[config.mk]
export PLATFORM = sky130hd
export DESIGN_NAME = ssw_standby_ctrl
export DESIGN_NICKNAME = d
export VERILOG_FILES = /design/src/ssw_pkg.sv /design/src/ssw_standby_ctrl.sv
export SDC_FILE = /design/constraint.sdc
export NUM_CORES = 1
export LEC_CHECK = 0
export BUFFER_PORTS_ARGS = -buffer_cell sky130_fd_sc_hd__buf_2
export CAP_MARGIN = 15
export CORE_ASPECT_RATIO = 1.4
export CORE_MARGIN = 2
export CORE_UTILIZATION = 25
export CTS_BUF_LIST = sky130_fd_sc_hd__clkbuf_8
export CTS_CLUSTER_SIZE = 20
export DETAILED_ROUTE_END_ITERATION = 6
export PLACE_DENSITY = 0.41
export REMOVE_ABC_BUFFERS = 1
export SLEW_MARGIN = 20
export SYNTH_ARGS = -nofsm -noshare
export SYNTH_HDL_FRONTEND = slang
export SYNTH_SLANG_ARGS = --single-unit
[constraint.sdc]
create_clock -name clk -period 3.4 [get_ports clk]
set_input_delay 0.68 -clock clk [delete_from_list [all_inputs] [get_ports clk]]
set_output_delay 0.68 -clock clk [all_outputs]
set_load 0.03 [all_outputs]
[src/ssw_pkg.sv]
// package of register map, field positions, timing counts and carrier types for standby control
package ssw_pkg;
    localparam int ADDR_W = 12;
    // printed offsets are register indices; byte address is index times four
    localparam logic [7:0] IDX_CLK_STOP_SEL = 8'h15;
    localparam logic [7:0] IDX_PORT_CTL2 = 8'h2f;
    localparam logic [7:0] IDX_CPU_MODE = 8'h3b;
    localparam logic [7:0] IDX_STAB = 8'h3c;
    localparam logic [7:0] IDX_CMD = 8'h3d;
    localparam logic [7:0] IDX_STATUS = 8'h3e;
    localparam int BIT_STAB_INHIBIT = 6;
    localparam int BIT_TWO_WIRE_KEEP = 6;
    localparam int BIT_MAIN_STOP = 0;
    localparam int BIT_SUB_ON = 1;
    localparam int BIT_SYS_SUB = 2;
    localparam int BIT_CMD_HALT_OSC = 0;
    localparam int BIT_CMD_CPU_GATE = 1;
    localparam logic [7:0] RST_CPU_MODE = 8'h00;
    localparam logic [7:0] RST_PORT_CTL2 = 8'h00;
    localparam logic [7:0] RST_CLK_STOP_SEL = 8'h00;
    localparam logic [7:0] AUTO_PRESCALER = 8'hff;
    localparam logic [7:0] AUTO_TIMER = 8'h01;
    // count source of the stabilization prescaler is the main oscillator divided by this
    localparam int STAB_SRC_DIV = 16;
    localparam logic [3:0] STAB_DIV_LAST = 4'(STAB_SRC_DIV - 1);
    // reset pin figures in main oscillator cycles (clk is the main oscillator)
    localparam logic [4:0] RST_LOW_CYCLES = 5'h10;
    localparam logic [4:0] RST_RELEASE_CYCLES = 5'h0e;
    localparam logic [1:0] RESP_OKAY = 2'b00;
    localparam logic [1:0] RESP_DECERR = 2'b11;

    typedef enum logic [1:0] {
        ST_RUN,
        ST_WAIT,
        ST_STOP,
        ST_STAB
    } ssw_state_t;

    typedef struct packed {
        logic awvalid;
        logic [ADDR_W-1:0] awaddr;
        logic wvalid;
        logic [31:0] wdata;
        logic [3:0] wstrb;
        logic bready;
        logic arvalid;
        logic [ADDR_W-1:0] araddr;
        logic rready;
    } ssw_axi_req_t;

    typedef struct packed {
        logic awready;
        logic wready;
        logic bvalid;
        logic [1:0] bresp;
        logic arready;
        logic rvalid;
        logic [31:0] rdata;
        logic [1:0] rresp;
    } ssw_axi_rsp_t;

    typedef struct packed {
        logic main_osc_en;
        logic sub_osc_en;
        logic sys_clk_sub;
        logic cpu_clk_run;
        logic periph_run;
        logic two_wire_run;
        logic port_hold;
        logic port_input;
        logic dac_hold;
        logic sfr_reset;
    } ssw_ctl_t;
endpackage

[src/ssw_standby_ctrl.sv]
// standby controller: stop and wait modes, wake-up timing, reset pin handling, AXI4-Lite registers
//
// Overview of operation
// - external interrupt ends stop: timer gets 01, prescaler FF unless inhibited
// - inhibit bit six of port control two keeps software preset timer values
// - after interrupt wake from stop, CPU clock waits for timer underflow
// - interrupt wake from stop keeps CPU mode, restarting every oscillator that ran
// - with main clock selected, automatic delay lasts about eight thousand cycles
// - delay is timed for the main oscillator only; sub oscillator may be unstable
// - wait instruction keeps oscillators running, stops CPU clock high
// - in wait, ports hold, peripherals keep running, D-A outputs hold
// - two-wire interface stops in wait unless clock stop selection bit is one
// - wait ends by reset or interrupt, resuming without stabilization delay
// - reset low ends wait, ports go input, CPU clock restarts; sixteen cycles reset
// - device leaves reset about 10.5 to 18.5 cycles after reset pin rises
// - reset ending wait keeps RAM, clears CPU and special function registers
// - interrupt ending wait restarts CPU clock and that interrupt is accepted
// - reset in wait on sub clock with main stopped selects main oscillator again
// - stop instruction halts both oscillators and CPU clock high, peripherals stop
// - at stop entry, inhibit zero presets FF and 01; inhibit one presets nothing
//
// Decided for this implementation: the AXI4-Lite register port.
`timescale 1ns/1ps
module ssw_standby_ctrl (
    input wire logic clk,                         // main oscillator clock
    input wire logic rst_n,                       // power-on reset, asynchronous
    input wire logic reset_pin_n,                 // device reset pin, asynchronous
    input wire logic external_irq_zero,           // external interrupt pin, asynchronous
    input wire logic irq_req,                     // enabled interrupt request from controller
    input wire ssw_pkg::ssw_axi_req_t axi_req,   // AXI4-Lite master to slave
    output ssw_pkg::ssw_axi_rsp_t axi_rsp,        // AXI4-Lite slave to master
    output ssw_pkg::ssw_ctl_t ctl,                // clock and unit controls
    output logic irq_accept                       // pulse: wake interrupt accepted
);
    function automatic logic [7:0] reg_index(input logic [ssw_pkg::ADDR_W-1:0] addr);
        reg_index = addr[9:2];
    endfunction

    function automatic logic mapped(input logic [7:0] idx);
        mapped = (idx == ssw_pkg::IDX_CLK_STOP_SEL) || (idx == ssw_pkg::IDX_PORT_CTL2) ||
                 (idx == ssw_pkg::IDX_CPU_MODE) || (idx == ssw_pkg::IDX_STAB) ||
                 (idx == ssw_pkg::IDX_CMD) || (idx == ssw_pkg::IDX_STATUS) ||
                 (addr_hi_zero(idx));
    endfunction

    function automatic logic addr_hi_zero(input logic [7:0] idx);
        addr_hi_zero = 1'b0 & idx[0];
    endfunction

    // pin synchronisers
    logic rpin_s1;
    logic rpin_s2;
    logic irq0_s1;
    logic irq0_s2;
    always_ff @(posedge clk or negedge rst_n) begin
        if (!rst_n) begin
            rpin_s1 <= 1'b0;
            rpin_s2 <= 1'b0;
            irq0_s1 <= 1'b0;
            irq0_s2 <= 1'b0;
        end else begin
            rpin_s1 <= reset_pin_n;
            rpin_s2 <= rpin_s1;
            irq0_s1 <= external_irq_zero;
            irq0_s2 <= irq0_s1;
        end
    end

    wire logic pin_low = !rpin_s2;
    wire logic wake = irq_req | irq0_s2;

    // reset pin timing
    logic [4:0] rst_cnt;
    logic sfr_rst;
    always_ff @(posedge clk or negedge rst_n) begin
        if (!rst_n) begin
            rst_cnt <= 5'h00;
            sfr_rst <= 1'b1;
        end else if (pin_low) begin
            // the count restarts from zero once reset is on, so the release is always timed
            if (sfr_rst) begin
                rst_cnt <= 5'h00;
            end else if (rst_cnt == ssw_pkg::RST_LOW_CYCLES - 5'h01) begin
                rst_cnt <= 5'h00;
                sfr_rst <= 1'b1;
            end else begin
                rst_cnt <= rst_cnt + 5'h01;
            end
        end else if (sfr_rst) begin
            // release count reused; a short low pulse never asserted reset
            if (rst_cnt >= ssw_pkg::RST_RELEASE_CYCLES) begin
                rst_cnt <= 5'h00;
                sfr_rst <= 1'b0;
            end else begin
                rst_cnt <= rst_cnt + 5'h01;
            end
        end else begin
            rst_cnt <= 5'h00;
        end
    end

    // registers; sfr reset clears them but RAM is not on this reset
    logic [7:0] port_ctl2;
    logic [7:0] clk_stop_sel;
    logic [7:0] cpu_mode;
    logic [7:0] pre_latch;
    logic [7:0] tmr_latch;
    logic wr_fire;
    logic [7:0] wr_idx;
    logic [31:0] wr_data;
    logic [3:0] wr_strb;
    logic cmd_halt;
    logic cmd_gate;
    ssw_pkg::ssw_state_t state;

    wire logic inhibit = port_ctl2[ssw_pkg::BIT_STAB_INHIBIT];
    wire logic stab_wr = wr_fire && (wr_idx == ssw_pkg::IDX_STAB);

    always_ff @(posedge clk or negedge rst_n) begin
        if (!rst_n) begin
            port_ctl2 <= ssw_pkg::RST_PORT_CTL2;
            clk_stop_sel <= ssw_pkg::RST_CLK_STOP_SEL;
            cpu_mode <= ssw_pkg::RST_CPU_MODE;
        end else if (sfr_rst) begin
            port_ctl2 <= ssw_pkg::RST_PORT_CTL2;
            clk_stop_sel <= ssw_pkg::RST_CLK_STOP_SEL;
            cpu_mode <= ssw_pkg::RST_CPU_MODE;
        end else if (wr_fire && wr_strb[0]) begin
            if (wr_idx == ssw_pkg::IDX_PORT_CTL2) begin
                port_ctl2 <= wr_data[7:0];
            end
            if (wr_idx == ssw_pkg::IDX_CLK_STOP_SEL) begin
                clk_stop_sel <= wr_data[7:0];
            end
            if (wr_idx == ssw_pkg::IDX_CPU_MODE) begin
                cpu_mode <= wr_data[7:0];
            end
        end
    end

    // instruction strobes only act from run; a reset pin low cancels them
    always_comb begin
        cmd_halt = wr_fire && wr_strb[0] && (wr_idx == ssw_pkg::IDX_CMD) &&
                   (state == ssw_pkg::ST_RUN) &&
                   wr_data[ssw_pkg::BIT_CMD_HALT_OSC] && !sfr_rst && !pin_low;
        cmd_gate = wr_fire && wr_strb[0] && (wr_idx == ssw_pkg::IDX_CMD) &&
                   (state == ssw_pkg::ST_RUN) &&
                   wr_data[ssw_pkg::BIT_CMD_CPU_GATE] && !sfr_rst && !pin_low &&
                   !wr_data[ssw_pkg::BIT_CMD_HALT_OSC];
    end

    // stabilization prescaler and timer
    logic [3:0] div_cnt;
    logic [7:0] pre_cnt;
    logic [7:0] tmr_cnt;
    wire logic div_tick = (div_cnt == ssw_pkg::STAB_DIV_LAST);
    wire logic pre_uf = div_tick && (pre_cnt == 8'h00);
    wire logic tmr_uf = pre_uf && (tmr_cnt == 8'h00);

    always_ff @(posedge clk or negedge rst_n) begin
        if (!rst_n) begin
            div_cnt <= 4'h0;
            pre_cnt <= ssw_pkg::AUTO_PRESCALER;
            tmr_cnt <= ssw_pkg::AUTO_TIMER;
            pre_latch <= ssw_pkg::AUTO_PRESCALER;
            tmr_latch <= ssw_pkg::AUTO_TIMER;
        end else if (sfr_rst) begin
            div_cnt <= 4'h0;
            pre_cnt <= ssw_pkg::AUTO_PRESCALER;
            tmr_cnt <= ssw_pkg::AUTO_TIMER;
            pre_latch <= ssw_pkg::AUTO_PRESCALER;
            tmr_latch <= ssw_pkg::AUTO_TIMER;
        end else if (cmd_halt && !inhibit) begin
            div_cnt <= 4'h0;
            pre_cnt <= ssw_pkg::AUTO_PRESCALER;
            tmr_cnt <= ssw_pkg::AUTO_TIMER;
            pre_latch <= ssw_pkg::AUTO_PRESCALER;
            tmr_latch <= ssw_pkg::AUTO_TIMER;
        end else if (state == ssw_pkg::ST_STOP && wake && !pin_low) begin
            div_cnt <= 4'h0;
            if (!inhibit) begin
                pre_cnt <= ssw_pkg::AUTO_PRESCALER;
                tmr_cnt <= ssw_pkg::AUTO_TIMER;
            end
        end else if (state == ssw_pkg::ST_STAB) begin
            // count source from main oscillator only; sub side gets no margin
            div_cnt <= div_cnt + 4'h1;
            if (pre_uf) begin
                pre_cnt <= pre_latch;
                tmr_cnt <= tmr_uf ? tmr_latch : tmr_cnt - 8'h01;
            end else if (div_tick) begin
                pre_cnt <= pre_cnt - 8'h01;
            end
        end else if (stab_wr) begin
            if (wr_strb[0]) begin
                pre_cnt <= wr_data[7:0];
                pre_latch <= wr_data[7:0];
            end
            if (wr_strb[1]) begin
                tmr_cnt <= wr_data[15:8];
                tmr_latch <= wr_data[15:8];
            end
        end
    end

    // mode sequencing
    always_ff @(posedge clk or negedge rst_n) begin
        if (!rst_n) begin
            state <= ssw_pkg::ST_RUN;
        end else if (pin_low || sfr_rst) begin
            state <= ssw_pkg::ST_RUN;
        end else begin
            case (state)
                ssw_pkg::ST_RUN: begin
                    if (cmd_halt) begin
                        state <= ssw_pkg::ST_STOP;
                    end else if (cmd_gate) begin
                        state <= ssw_pkg::ST_WAIT;
                    end
                end
                ssw_pkg::ST_WAIT: begin
                    if (wake) begin
                        state <= ssw_pkg::ST_RUN;
                    end
                end
                ssw_pkg::ST_STOP: begin
                    if (wake) begin
                        state <= ssw_pkg::ST_STAB;
                    end
                end
                ssw_pkg::ST_STAB: begin
                    if (tmr_uf) begin
                        state <= ssw_pkg::ST_RUN;
                    end
                end
                default: begin
                    state <= ssw_pkg::ST_RUN;
                end
            endcase
        end
    end

    // the wake interrupt is taken one edge before the registered CPU clock control restarts
    always_ff @(posedge clk or negedge rst_n) begin
        if (!rst_n) begin
            irq_accept <= 1'b0;
        end else begin
            irq_accept <= (state == ssw_pkg::ST_WAIT) && wake && !pin_low && !sfr_rst;
        end
    end

    // unit controls, registered
    ssw_pkg::ssw_ctl_t next_ctl;
    always_comb begin
        next_ctl = '0;
        next_ctl.main_osc_en = !cpu_mode[ssw_pkg::BIT_MAIN_STOP] || pin_low || sfr_rst;
        next_ctl.sub_osc_en = cpu_mode[ssw_pkg::BIT_SUB_ON] && !pin_low && !sfr_rst;
        next_ctl.sys_clk_sub = cpu_mode[ssw_pkg::BIT_SYS_SUB] && !pin_low && !sfr_rst;
        next_ctl.port_input = pin_low || sfr_rst;
        next_ctl.sfr_reset = sfr_rst;
        next_ctl.cpu_clk_run = pin_low || sfr_rst;
        next_ctl.periph_run = 1'b1;
        next_ctl.two_wire_run = 1'b1;
        if (!(pin_low || sfr_rst)) begin
            case (state)
                ssw_pkg::ST_RUN: begin
                    next_ctl.cpu_clk_run = 1'b1;
                end
                ssw_pkg::ST_WAIT: begin
                    next_ctl.port_hold = 1'b1;
                    next_ctl.dac_hold = 1'b1;
                    next_ctl.two_wire_run = clk_stop_sel[ssw_pkg::BIT_TWO_WIRE_KEEP];
                end
                ssw_pkg::ST_STOP: begin
                    next_ctl.main_osc_en = 1'b0;
                    next_ctl.sub_osc_en = 1'b0;
                    next_ctl.periph_run = 1'b0;
                    next_ctl.two_wire_run = 1'b0;
                    next_ctl.port_hold = 1'b1;
                    next_ctl.dac_hold = 1'b1;
                end
                ssw_pkg::ST_STAB: begin
                    // cpu mode untouched, so every oscillator that ran restarts
                    next_ctl.periph_run = 1'b0;
                    next_ctl.two_wire_run = 1'b0;
                    next_ctl.port_hold = 1'b1;
                    next_ctl.dac_hold = 1'b1;
                end
                default: begin
                    next_ctl.cpu_clk_run = 1'b1;
                end
            endcase
        end
    end

    always_ff @(posedge clk or negedge rst_n) begin
        if (!rst_n) begin
            ctl <= '0;
        end else begin
            ctl <= next_ctl;
        end
    end

    // AXI4-Lite write side: address and data taken in either order
    logic aw_held;
    logic w_held;
    logic [ssw_pkg::ADDR_W-1:0] aw_addr;
    logic b_valid;
    logic [1:0] b_resp;
    logic r_valid;
    logic [31:0] r_data;
    logic [1:0] r_resp;
    // one process builds the whole response so the struct has a single driver
    always_comb begin
        axi_rsp.awready = !aw_held && !b_valid;
        axi_rsp.wready = !w_held && !b_valid;
        axi_rsp.arready = !r_valid;
        axi_rsp.bvalid = b_valid;
        axi_rsp.bresp = b_resp;
        axi_rsp.rvalid = r_valid;
        axi_rsp.rdata = r_data;
        axi_rsp.rresp = r_resp;
        wr_fire = aw_held && w_held && !b_valid;
        wr_idx = reg_index(aw_addr);
    end

    always_ff @(posedge clk or negedge rst_n) begin
        if (!rst_n) begin
            aw_held <= 1'b0;
            w_held <= 1'b0;
            aw_addr <= '0;
            wr_data <= 32'h0000_0000;
            wr_strb <= 4'h0;
            b_valid <= 1'b0;
            b_resp <= ssw_pkg::RESP_OKAY;
        end else begin
            if (axi_req.awvalid && axi_rsp.awready) begin
                aw_held <= 1'b1;
                aw_addr <= axi_req.awaddr;
            end
            if (axi_req.wvalid && axi_rsp.wready) begin
                w_held <= 1'b1;
                wr_data <= axi_req.wdata;
                wr_strb <= axi_req.wstrb;
            end
            if (wr_fire) begin
                aw_held <= 1'b0;
                w_held <= 1'b0;
                b_valid <= 1'b1;
                b_resp <= mapped(wr_idx) ? ssw_pkg::RESP_OKAY : ssw_pkg::RESP_DECERR;
            end else if (b_valid && axi_req.bready) begin
                b_valid <= 1'b0;
            end
        end
    end

    // read side; status shows mode, timer and prescaler counts
    logic [7:0] rd_idx;
    logic [31:0] next_rdata;
    always_comb begin
        rd_idx = reg_index(axi_req.araddr);
        next_rdata = 32'h0000_0000;
        case (rd_idx)
            ssw_pkg::IDX_CLK_STOP_SEL: next_rdata[7:0] = clk_stop_sel;
            ssw_pkg::IDX_PORT_CTL2: next_rdata[7:0] = port_ctl2;
            ssw_pkg::IDX_CPU_MODE: next_rdata[7:0] = cpu_mode;
            ssw_pkg::IDX_STAB: next_rdata[15:0] = {tmr_cnt, pre_cnt};
            ssw_pkg::IDX_STATUS: next_rdata[17:0] = {state, tmr_cnt, pre_cnt};
            default: next_rdata = 32'h0000_0000;
        endcase
    end

    always_ff @(posedge clk or negedge rst_n) begin
        if (!rst_n) begin
            r_valid <= 1'b0;
            r_data <= 32'h0000_0000;
            r_resp <= ssw_pkg::RESP_OKAY;
        end else if (axi_req.arvalid && !r_valid) begin
            r_valid <= 1'b1;
            r_data <= next_rdata;
            r_resp <= mapped(rd_idx) ? ssw_pkg::RESP_OKAY : ssw_pkg::RESP_DECERR;
        end else if (r_valid && axi_req.rready) begin
            r_valid <= 1'b0;
        end
    end
endmodule

== Yosys cells after proc, flatten, opt, wreduce, memory -nomap -nowiden ==
Cells that the tools add are included.
Word-level totals
  flip-flop bits (word level): 137
  input port bits: 70
  output and inout bits: 52
  logic and storage cells: 228
Operators by class
  add/sub/neg operators: 4
  order comparisons: 1
  equal/unequal tests: 26
  mux-type cells: 77
  bitwise gates (word level): 1
  reduce and logical (&&, ||, !) cells: 83
Operator list (count)
  $mux W8: 36
  $eq A8 B6 Y1 const B: 10
  $logic_and A1 B1 Y1: 32
  $pmux W8 S4: 1
  $mux W5: 5
  $mux W2: 11
  $mux W4: 5
  $reduce_and A4 Y1: 5
  $mux W1: 17
  $eq A8 B5 Y1 const B: 2
  $logic_not A8 Y1: 2
  $reduce_bool A2 Y1: 8
  $sub A8 B1 Y8 const B: 2
  $ne A3 B3 Y1 const B: 5
  $reduce_bool A5 Y1: 3
  $logic_or A1 B1 Y1: 13
  $logic_not A1 Y1: 9
  $reduce_bool A3 Y1: 3
  $ne A4 B4 Y1 const B: 2
  $pmux W2 S4: 1
  $ne A6 B6 Y1 const B: 1
  $reduce_and A2 Y1: 3
  $add A5 B1 Y5 const B: 1
  $eq A5 B4 Y1 const B: 1
  other kinds (12): 14

== Depth between registers and ports, before layout ==
Gate-level depths: netlist of the first run.
  word-level depth: 13
  gate-level depth with buffers: 8

== Worst setup path before layout of the first run ==
Ideal clock, no wire load.
  path type: flip-flop to flip-flop
  start point: register sfr_rst
  end point: register pre_cnt[0]
  library setup time: 0.082 ns
  data arrival time: 2.149 ns
  data required time: 3.318 ns
  path slack: 1.169 ns
  stages on the path, launching flop included: 7
  cell sequence: dfstp_2 clkbuf_1 nand4bb_1 nor4_4 a221o_1 a21oi_1 mux2_2
On the way
  word-level cells in the longest chain between the ends: 6
  elaborated cells between the ends (all ways): 11
  classes of those cells: eq/ne (2); mux (2); reduce/logical (7)
RTL lines
  start, declared: RTL line ssw_standby_ctrl.sv:74  | logic sfr_rst;
  start signal, assigned: RTL line ssw_standby_ctrl.sv:78  | sfr_rst <= 1'b1;
  start signal, assigned: RTL line ssw_standby_ctrl.sv:85  | sfr_rst <= 1'b1;
  start signal, assigned: RTL line ssw_standby_ctrl.sv:93  | sfr_rst <= 1'b0;
  $logic_not A1 Y1: RTL line ssw_standby_ctrl.sv:145  | wr_data[ssw_pkg::BIT_CMD_HALT_OSC] && !sfr_rst && !pin_low;
  $logic_and A1 B1 Y1 (2 in a row): RTL line ssw_standby_ctrl.sv:145
  $logic_and A1 B1 Y1: RTL line ssw_standby_ctrl.sv:173  | end else if (cmd_halt && !inhibit) begin
  $ne A6 B6 Y1 (no source line) (tied with other cells)
  $reduce_and A4 Y1 (no source line) / $mux W8 (equally long branches)
  end signal, assigned: RTL line ssw_standby_ctrl.sv:169  | pre_cnt <= ssw_pkg::AUTO_PRESCALER;
  end signal, assigned: RTL line ssw_standby_ctrl.sv:175  | pre_cnt <= ssw_pkg::AUTO_PRESCALER;
  end signal, assigned: RTL line ssw_standby_ctrl.sv:182  | pre_cnt <= ssw_pkg::AUTO_PRESCALER;
  end, declared: RTL line ssw_standby_ctrl.sv:154  | logic [7:0] pre_cnt;
Several ways; a longest one is shown, not always the timed one.
A chain may end at the register's enable or synchronous reset.

== Final worst setup path of the first run ==
  start point: register b_valid
  end point: register tmr_cnt[7]
On the way
  word-level cells in the longest chain between the ends: 11
  elaborated cells between the ends (all ways): 17
  classes of those cells: eq/ne (2); mux (2); reduce/logical (13)
RTL lines
  start, declared: RTL line ssw_standby_ctrl.sv:308  | logic b_valid;
  start signal, assigned: RTL line ssw_standby_ctrl.sv:334  | b_valid <= 1'b0;
  start signal, assigned: RTL line ssw_standby_ctrl.sv:349  | b_valid <= 1'b1;
  start signal, assigned: RTL line ssw_standby_ctrl.sv:352  | b_valid <= 1'b0;
  $logic_not A1 Y1 (*): RTL line ssw_standby_ctrl.sv:323  | wr_fire = aw_held && w_held && !b_valid;
  $logic_and A1 B1 Y1 (*): RTL line ssw_standby_ctrl.sv:323
  $logic_and A1 B1 Y1 (3 in a row): RTL line ssw_standby_ctrl.sv:143  | cmd_halt = wr_fire && wr_strb[0] && (wr_idx == ssw_pkg::IDX_CMD) &&
  $logic_and A1 B1 Y1: RTL line ssw_standby_ctrl.sv:144  | (state == ssw_pkg::ST_RUN) &&
  $logic_and A1 B1 Y1 (2 in a row): RTL line ssw_standby_ctrl.sv:145
  $logic_and A1 B1 Y1: RTL line ssw_standby_ctrl.sv:173
  $ne A5 B5 Y1 (no source line) (tied with other cells)
  $reduce_and A4 Y1 (no source line) / $mux W8 (equally long branches)
  end signal, assigned: RTL line ssw_standby_ctrl.sv:170  | tmr_cnt <= ssw_pkg::AUTO_TIMER;
  end signal, assigned: RTL line ssw_standby_ctrl.sv:176  | tmr_cnt <= ssw_pkg::AUTO_TIMER;
  end signal, assigned: RTL line ssw_standby_ctrl.sv:183  | tmr_cnt <= ssw_pkg::AUTO_TIMER;
  end, declared: RTL line ssw_standby_ctrl.sv:155  | logic [7:0] tmr_cnt;
Every way passes the cells marked *; elsewhere a longest branch is shown, timed or not.

==> results of run 1 <==
[flip-flops by register name, summed over array words and instances, names as in the netlist, 5 cells and up]
name          count
aw_addr           8
clk_stop_sel      8
cpu_mode          8
ctl               9
port_ctl2         8
pre_cnt           8
pre_latch         8
r_data           18
rst_cnt           5
tmr_cnt           8
tmr_latch         8
wr_data          16
[cells in the mapped netlist (4+ instances only)]
library cell	instances	share of area, %
nand2_1	60	3.5
clkbuf_1	21	1.2
a211oi_1	4	0.46
o211ai_1	8	0.92
nand4_1	4	0.38
nor3b_1	6	0.69
a31oi_1	9	0.87
and2_1	10	0.96
or4_1	4	0.46
nor2_1	49	2.8
mux2_2	31	5.4
a21o_1	7	0.81
nor4_1	4	0.38
nor3_1	4	0.31
a22oi_1	8	0.92
ha_1	8	1.5
o22ai_1	8	0.77
a221oi_1	5	0.67
a22o_1	5	0.67
buf_4	19	2.2
inv_1	26	1.5
or3_1	5	0.48
o21ai_0	25	1.9
xnor2_1	9	1.2
dfrtp_1	113	43
mux2i_1	42	6.5
xor2_1	4	0.54
or2_2	4	0.38
nand3_1	22	1.7
a21oi_1	14	1.1
dfstp_2	19	7.7
[path summary, 6_finish.rpt]
path,end,slack [ns],cells after the start
min,tmr_latch[5],0.20,1
max in group asynchronous,pre_latch[1],2.39,2
max,tmr_cnt[7],0.85,5
min in group clk,rpin_s1,0.33,1
max reg2reg,tmr_cnt[7],0.85,5
min reg2reg,rpin_s2,0.35,0
[cell usage in the layout (no fill, tap or decap), types with 4 or more instances in the layout]
| cell | n |
|---|---|
| a211oi_1 | 4 |
| a21o_1 | 7 |
| a21oi_1 | 14 |
| a221oi_1 | 5 |
| a22o_1 | 5 |
| a22oi_1 | 8 |
| a31oi_1 | 9 |
| and2_1 | 10 |
| buf_2 | 80 |
| buf_4 | 14 |
| clkbuf_8 | 19 |
| clkinv_4 | 4 |
| conb_1 | 14 |
| dfrtp_1 | 113 |
| dfstp_2 | 19 |
| ha_1 | 8 |
| inv_1 | 27 |
| mux2_2 | 31 |
| mux2i_1 | 42 |
| nand2_1 | 60 |
| nand3_1 | 22 |
| nand4_1 | 4 |
| nor2_1 | 49 |
| nor3_1 | 4 |
| nor3b_1 | 5 |
| nor4_1 | 4 |
| o211ai_1 | 8 |
| o21ai_0 | 25 |
| o22ai_1 | 8 |
| or2_2 | 4 |
| or3_1 | 5 |
| or4_1 | 4 |
| xnor2_1 | 9 |
| xor2_1 | 4 |
[routing by layer]
layer  global-route usage, %  part of all wire [%]  wire [um]
met3                   3.104                   3.8        670
met1                   15.93                    42       7396
met2                   22.91                    52       9085
met4                   5.574                   2.4        416
met5                       0                     0          0
[cell type report]
class                      instances  area (um^2)  share of cell area, %
inverter                          26        97.59                  1.274
clock inverter                    13        158.9                  2.074
clock buffer                      19        261.5                  3.413
sequential                       132         3327                  43.43
timing repair buffer              95        525.5                  6.859
tap                              319        399.1                  5.210
multi-input combinational        422         2892                  37.74
[per-stage QoR]
step	setup WS [ns]	cell area, um^2	power [W]
after floorplan	0.7822	6311	0.002547
after global placement	0.7858	7241	0.002863
final	0.8523	7661	0.004255
after CTS	0.8306	7661	0.004333
after detailed placement	0.7932	7241	0.002895
after global routing	0.6415	7661	0.004511
[critical path, stage by stage (launching register included)]
cell	delay [ns]
dfrtp_1	0.44
nand3b_2	0.36
nor4_4	0.59
a21o_1	0.40
o32a_1	0.49
o22ai_1	0.14
[power by group]
group | internal (W) | total [W] | switching, W
Sequential | 0.00176 | 0.00202 | 0.000256
Combinational | 0.000371 | 0.000827 | 0.000456
Clock | 0.000761 | 0.00141 | 0.000648
Total | 0.00289 | 0.00425 | 0.00136
[cell families (layout without fill, tap and decap cells)]
kind of cell / after synthesis / in the layout / synth area share, %
other: 1 / 14 / 0.05764
AND/OR/NAND/NOR: 198 / 198 / 16.15
buffers and inverters: 71 / 153 / 5.250
adder cells (fa/ha/maj): 8 / 8 / 1.539
AO/OA/AOI/OAI: 116 / 116 / 12.29
XOR/XNOR: 13 / 13 / 1.750
multiplexers: 73 / 73 / 11.83
flip-flops: 132 / 132 / 51.13
==> out/qor.csv, run 1 <==
metric;value;unit
status;finished clean;
CP endpoint kind;register;
warnings from Yosys;0;
fin util;30.08;%
area of the core;25470;um^2
dpl cells;994;
FFs w/ async S/R, synth;100.0;%
Synth Cell Area;6506;um^2
GRT Total Usage;13.33;%
Max-slew headroom;46.30;%
CTS tree;yes;
global-route wire length before repair;28.35;mm
Seq/Total Area, Yosys;51.13;%
leakage;3.434;nW
Synth cell types;66;
Layout Nets;772;
antenna fix cells;0;
post-cts resize count;0;
Slew @ Worst Pin;0.8036;ns
FF+latch count, synth;132;
grt ovf;0;
reg2reg start;b_valid;
Hold Crit Class;in -> async;
DRT Pass-1 Iters;4;
Port Buffer Count;81;
Chip Width;140.3;um
DR vias;4887;
Gate Count Post-Synth;612;
crit path time final;2.548;ns
Post-synth EDFFs;0;
clock sink count;132;
endpoints failing hold;0;
fill count;2633;
WL/cell;17.12;um
Synth Area per Inst;10.63;um^2
Worst-path clk slew;0.08;ns
gp weighted congestion;0.8056;
Starting Density;25.55;%
Row Count;69;
Max Cap Viol;0;
hold_buf cts;0;
TNS Setup;0;ns
Peak Freq;392.5;MHz
PwrDens;555.3;nW/um^2
drt drc;0;
later-pin clock latency in the skew report;0.45;ns
Top FF cell, synth;dfrtp_1;
worst vdd ir;240.5;uV
Bufs on Longest Clock Path;2;
Setup violations, final;0;
Final Slew Violations;0;
die footprint;27350;um^2
clock root buffer;clkbuf_8;
Worst setup SP type;register;
WP data required;3.72;ns
largest net degree at the start of global routing;68;
CTS buffer count;17;
fin crit share;74.93;%
number of setup buffers added after CTS;0;
arrival time worst endpoint;2.87;ns
die height;194.9;um
final WL;17.57;mm
proportion of layout cells with a drive suffix above 1;27.44;%
io pins;122;
CP Max Fanout;9;
worst hold margin;0.1987;ns
Vias/cell;4.763;
Initial DRC Count;236;
detailed placement HPWL;12.60;mm
RSZ-0062 raised after global routing;false;
CTS H-Tree Depth;4;
Final Skew;0.01473;ns
antenna violations before repair;0;
Post-DRT Antenna Nets;0;
Setup CP Type;reg -> reg;
final cell count without fillers;1026;
vias in the first global route;5171;
critical path startpoint;b_valid;
Layout area overhead;17.75;%
(Power assumes the default switching activity.)
==> inputs of run 2 (changes only) <==
clock period = 2.65 ns   (was 3.4 ns; I/O delays follow)
==> out/qor.csv, run 2 (synthesis gave the netlist of run 1 again) <==
metric;value;unit;change
Sequential Area;3327;um^2;unchanged
grt ovf;0;;unchanged
clock root buffer;clkbuf_8;;unchanged
gp weighted congestion;0.8194;;was 0.8056
GRT Total Usage;13.54;%;was 13.33%
TNS Setup;0;ns;unchanged
io pins;122;;unchanged
vias in the first global route;5275;;was 5171
DP Worst Slack;0.2170;ns;was 0.7932 ns
CTS tree;yes;;unchanged
die height;194.9;um;unchanged
PwrDens;712.2;nW/um^2;was 555.3 nW/um^2
hold_buf cts;0;;unchanged
endpoints failing hold;0;;unchanged
antenna violations before repair;0;;unchanged
status;finished clean;;unchanged
drt drc;0;;unchanged
Largest register FFs;18;;unchanged
largest net degree at the start of global routing;54;;was 68
fin util;30.64;%;was 30.08%
RSZ-0062 raised after global routing;false;;unchanged
Row Count;69;;unchanged
Layout area overhead;19.92;%;was 17.75%
global-route wire length before repair;28.87;mm;was 28.35 mm
detailed placement HPWL;12.78;mm;was 12.60 mm
Max-slew headroom;47.02;%;was 46.30%
largest registers;r_data x18, wr_data x16, ctl x9;;unchanged
area of the core;25470;um^2;unchanged
DRT Pass-1 Iters;4;;unchanged
post-cts resize count;0;;unchanged
Setup violations, final;0;;unchanged
die footprint;27350;um^2;unchanged
Worst setup SP type;register;;unchanged
leakage;3.514;nW;was 3.434 nW
Layout Nets;787;;was 772
clock sink count;132;;unchanged
proportion of layout cells with a drive suffix above 1;29.09;%;was 27.44%
critical path's slowest cell;or4_1;;was nor4_4
Bufs on Longest Clock Path;2;;unchanged
crit path time final;2.386;ns;was 2.548 ns
CP endpoint kind;register;;unchanged
final WL;17.78;mm;was 17.57 mm
most flop-heavy register;r_data;;unchanged
worst hold margin;0.1252;ns;was 0.1987 ns
Slew @ Worst Pin;0.7931;ns;was 0.8036 ns
fin crit share;90.02;%;was 74.93%
Setup CP Type;reg -> reg;;unchanged
delay-heaviest family, CP;simple AND/OR/NAND/NOR gates;;was compound AO/OA/AOI/OAI gates
dpl cells;1009;;was 994
DR vias;4989;;was 4887
commonest non-fill, non-tap cells in the layout;dfrtp_1, buf_2, nand2_1;;unchanged
number of setup buffers added after CTS;0;;unchanged
arrival time worst endpoint;2.71;ns;was 2.87 ns
Peak Freq;419.2;MHz;was 392.5 MHz
Port Buffer Count;81;;unchanged
fill count;2607;;was 2633
Chip Width;140.3;um;unchanged
WL/cell;17.08;um;was 17.12 um
Post-DRT Antenna Nets;0;;unchanged
Starting Density;25.55;%;unchanged
Final Slew Violations;0;;unchanged
most common cell after layout, fill and taps aside;dfrtp_1;;unchanged
Hold Crit Class;in -> async;;unchanged
antenna fix cells;0;;unchanged
Final Skew;0.01538;ns;was 0.01473 ns
sequence of cells on the critical path;or4_4 > or4_1 > or2_4 > a31oi_1 > o22ai_1;;was nand3b_2 > nor4_4 > a21o_1 > o32a_1 > o22ai_1
Max Cap Viol;0;;unchanged
CP Max Fanout;8;;was 9
later-pin clock latency in the skew report;0.46;ns;was 0.45 ns
Initial DRC Count;235;;was 236
WP data required;2.98;ns;was 3.72 ns
footprint of the multi-input gates;2892;um^2;unchanged
Worst-path clk slew;0.08;ns;about the same
Worst path max stage delay;0.68;ns;was 0.59 ns
final cell count without fillers;1041;;was 1026
final worst setup slack;0.2644;ns;was 0.8523 ns
CP Buf/Inv Count;0;;unchanged
CTS H-Tree Depth;4;;unchanged
Vias/cell;4.793;;was 4.763
worst vdd ir;312.7;uV;was 240.5 uV
CTS buffer count;17;;unchanged
==> run 2: cell types whose count changed in the layout (fill, tap and decap cells not counted), sizes merged <==
| cell | before | now |
|---|---|---|
| clkinv | 7 | 6 |
| buf | 95 | 110 |
| inv | 27 | 29 |
| clkbuf | 19 | 17 |
| bufinv | 3 | 4 |
==> run 2: worst paths after layout <==
path                       slack (ns)  cells past startpoint        start          to
min                              0.13                      1        rst_n   b_resp[0]
min in group clk                 0.17                      1  reset_pin_n     rpin_s1
max reg2reg                      0.26                      5   pre_cnt[2]  tmr_cnt[7]
max in group asynchronous        1.78                      2        rst_n  pre_cnt[1]
max                              0.26                      5   pre_cnt[2]  tmr_cnt[7]
min reg2reg                      0.36                      0      rpin_s1     rpin_s2
==> run 2: per-layer routing <==
metal	vias up	part of all wire (%)	wire length (um)	global-route usage, %
met3	23	3.5	623	2.710
met2	121	52	9189	23.69
met1	2495	42	7541	15.81
li1	2350	-	-	-
met5	-	0	0	0
met4	0	2.4	428	6.397
==> run 2: metrics by stage <==
stage / cell area, um^2 / total power (W)
2_1_floorplan: 6311 / 0.003268
3_3_place_gp: 7366 / 0.003685
3_5_place_dp: 7366 / 0.003722
4_1_cts: 7802 / 0.005671
5_1_grt: 7802 / 0.005891
6_report: 7802 / 0.005557
==> run 2: final cells by class <==
class                   count  area share [%]
well taps                 319           5.115
flip-flops and latches    132           42.64
clock buffers              17           2.999
clock inverters            15           2.598
inverters                  26           1.251
multi-input cells         422           37.06
repair buffers            110           8.339
==> run 2: worst register-to-register path: stages (launching register included) <==
cell and delay (ns):
dfstp_2 0.41, or4_4 0.55, or4_1 0.68, or2_4 0.34, a31oi_1 0.19, o22ai_1 0.09
==> run 2: report_power, final <==
group / leakage, nW / total (W) / internal, W / switching [W]
registers: 1.66 / 0.00259 / 0.00226 / 0.000328
clock network: 0.217 / 0.00190 / 0.00103 / 0.000866
logic: 1.63 / 0.00107 / 0.000484 / 0.000586
total: 3.51 / 0.00556 / 0.00378 / 0.00178
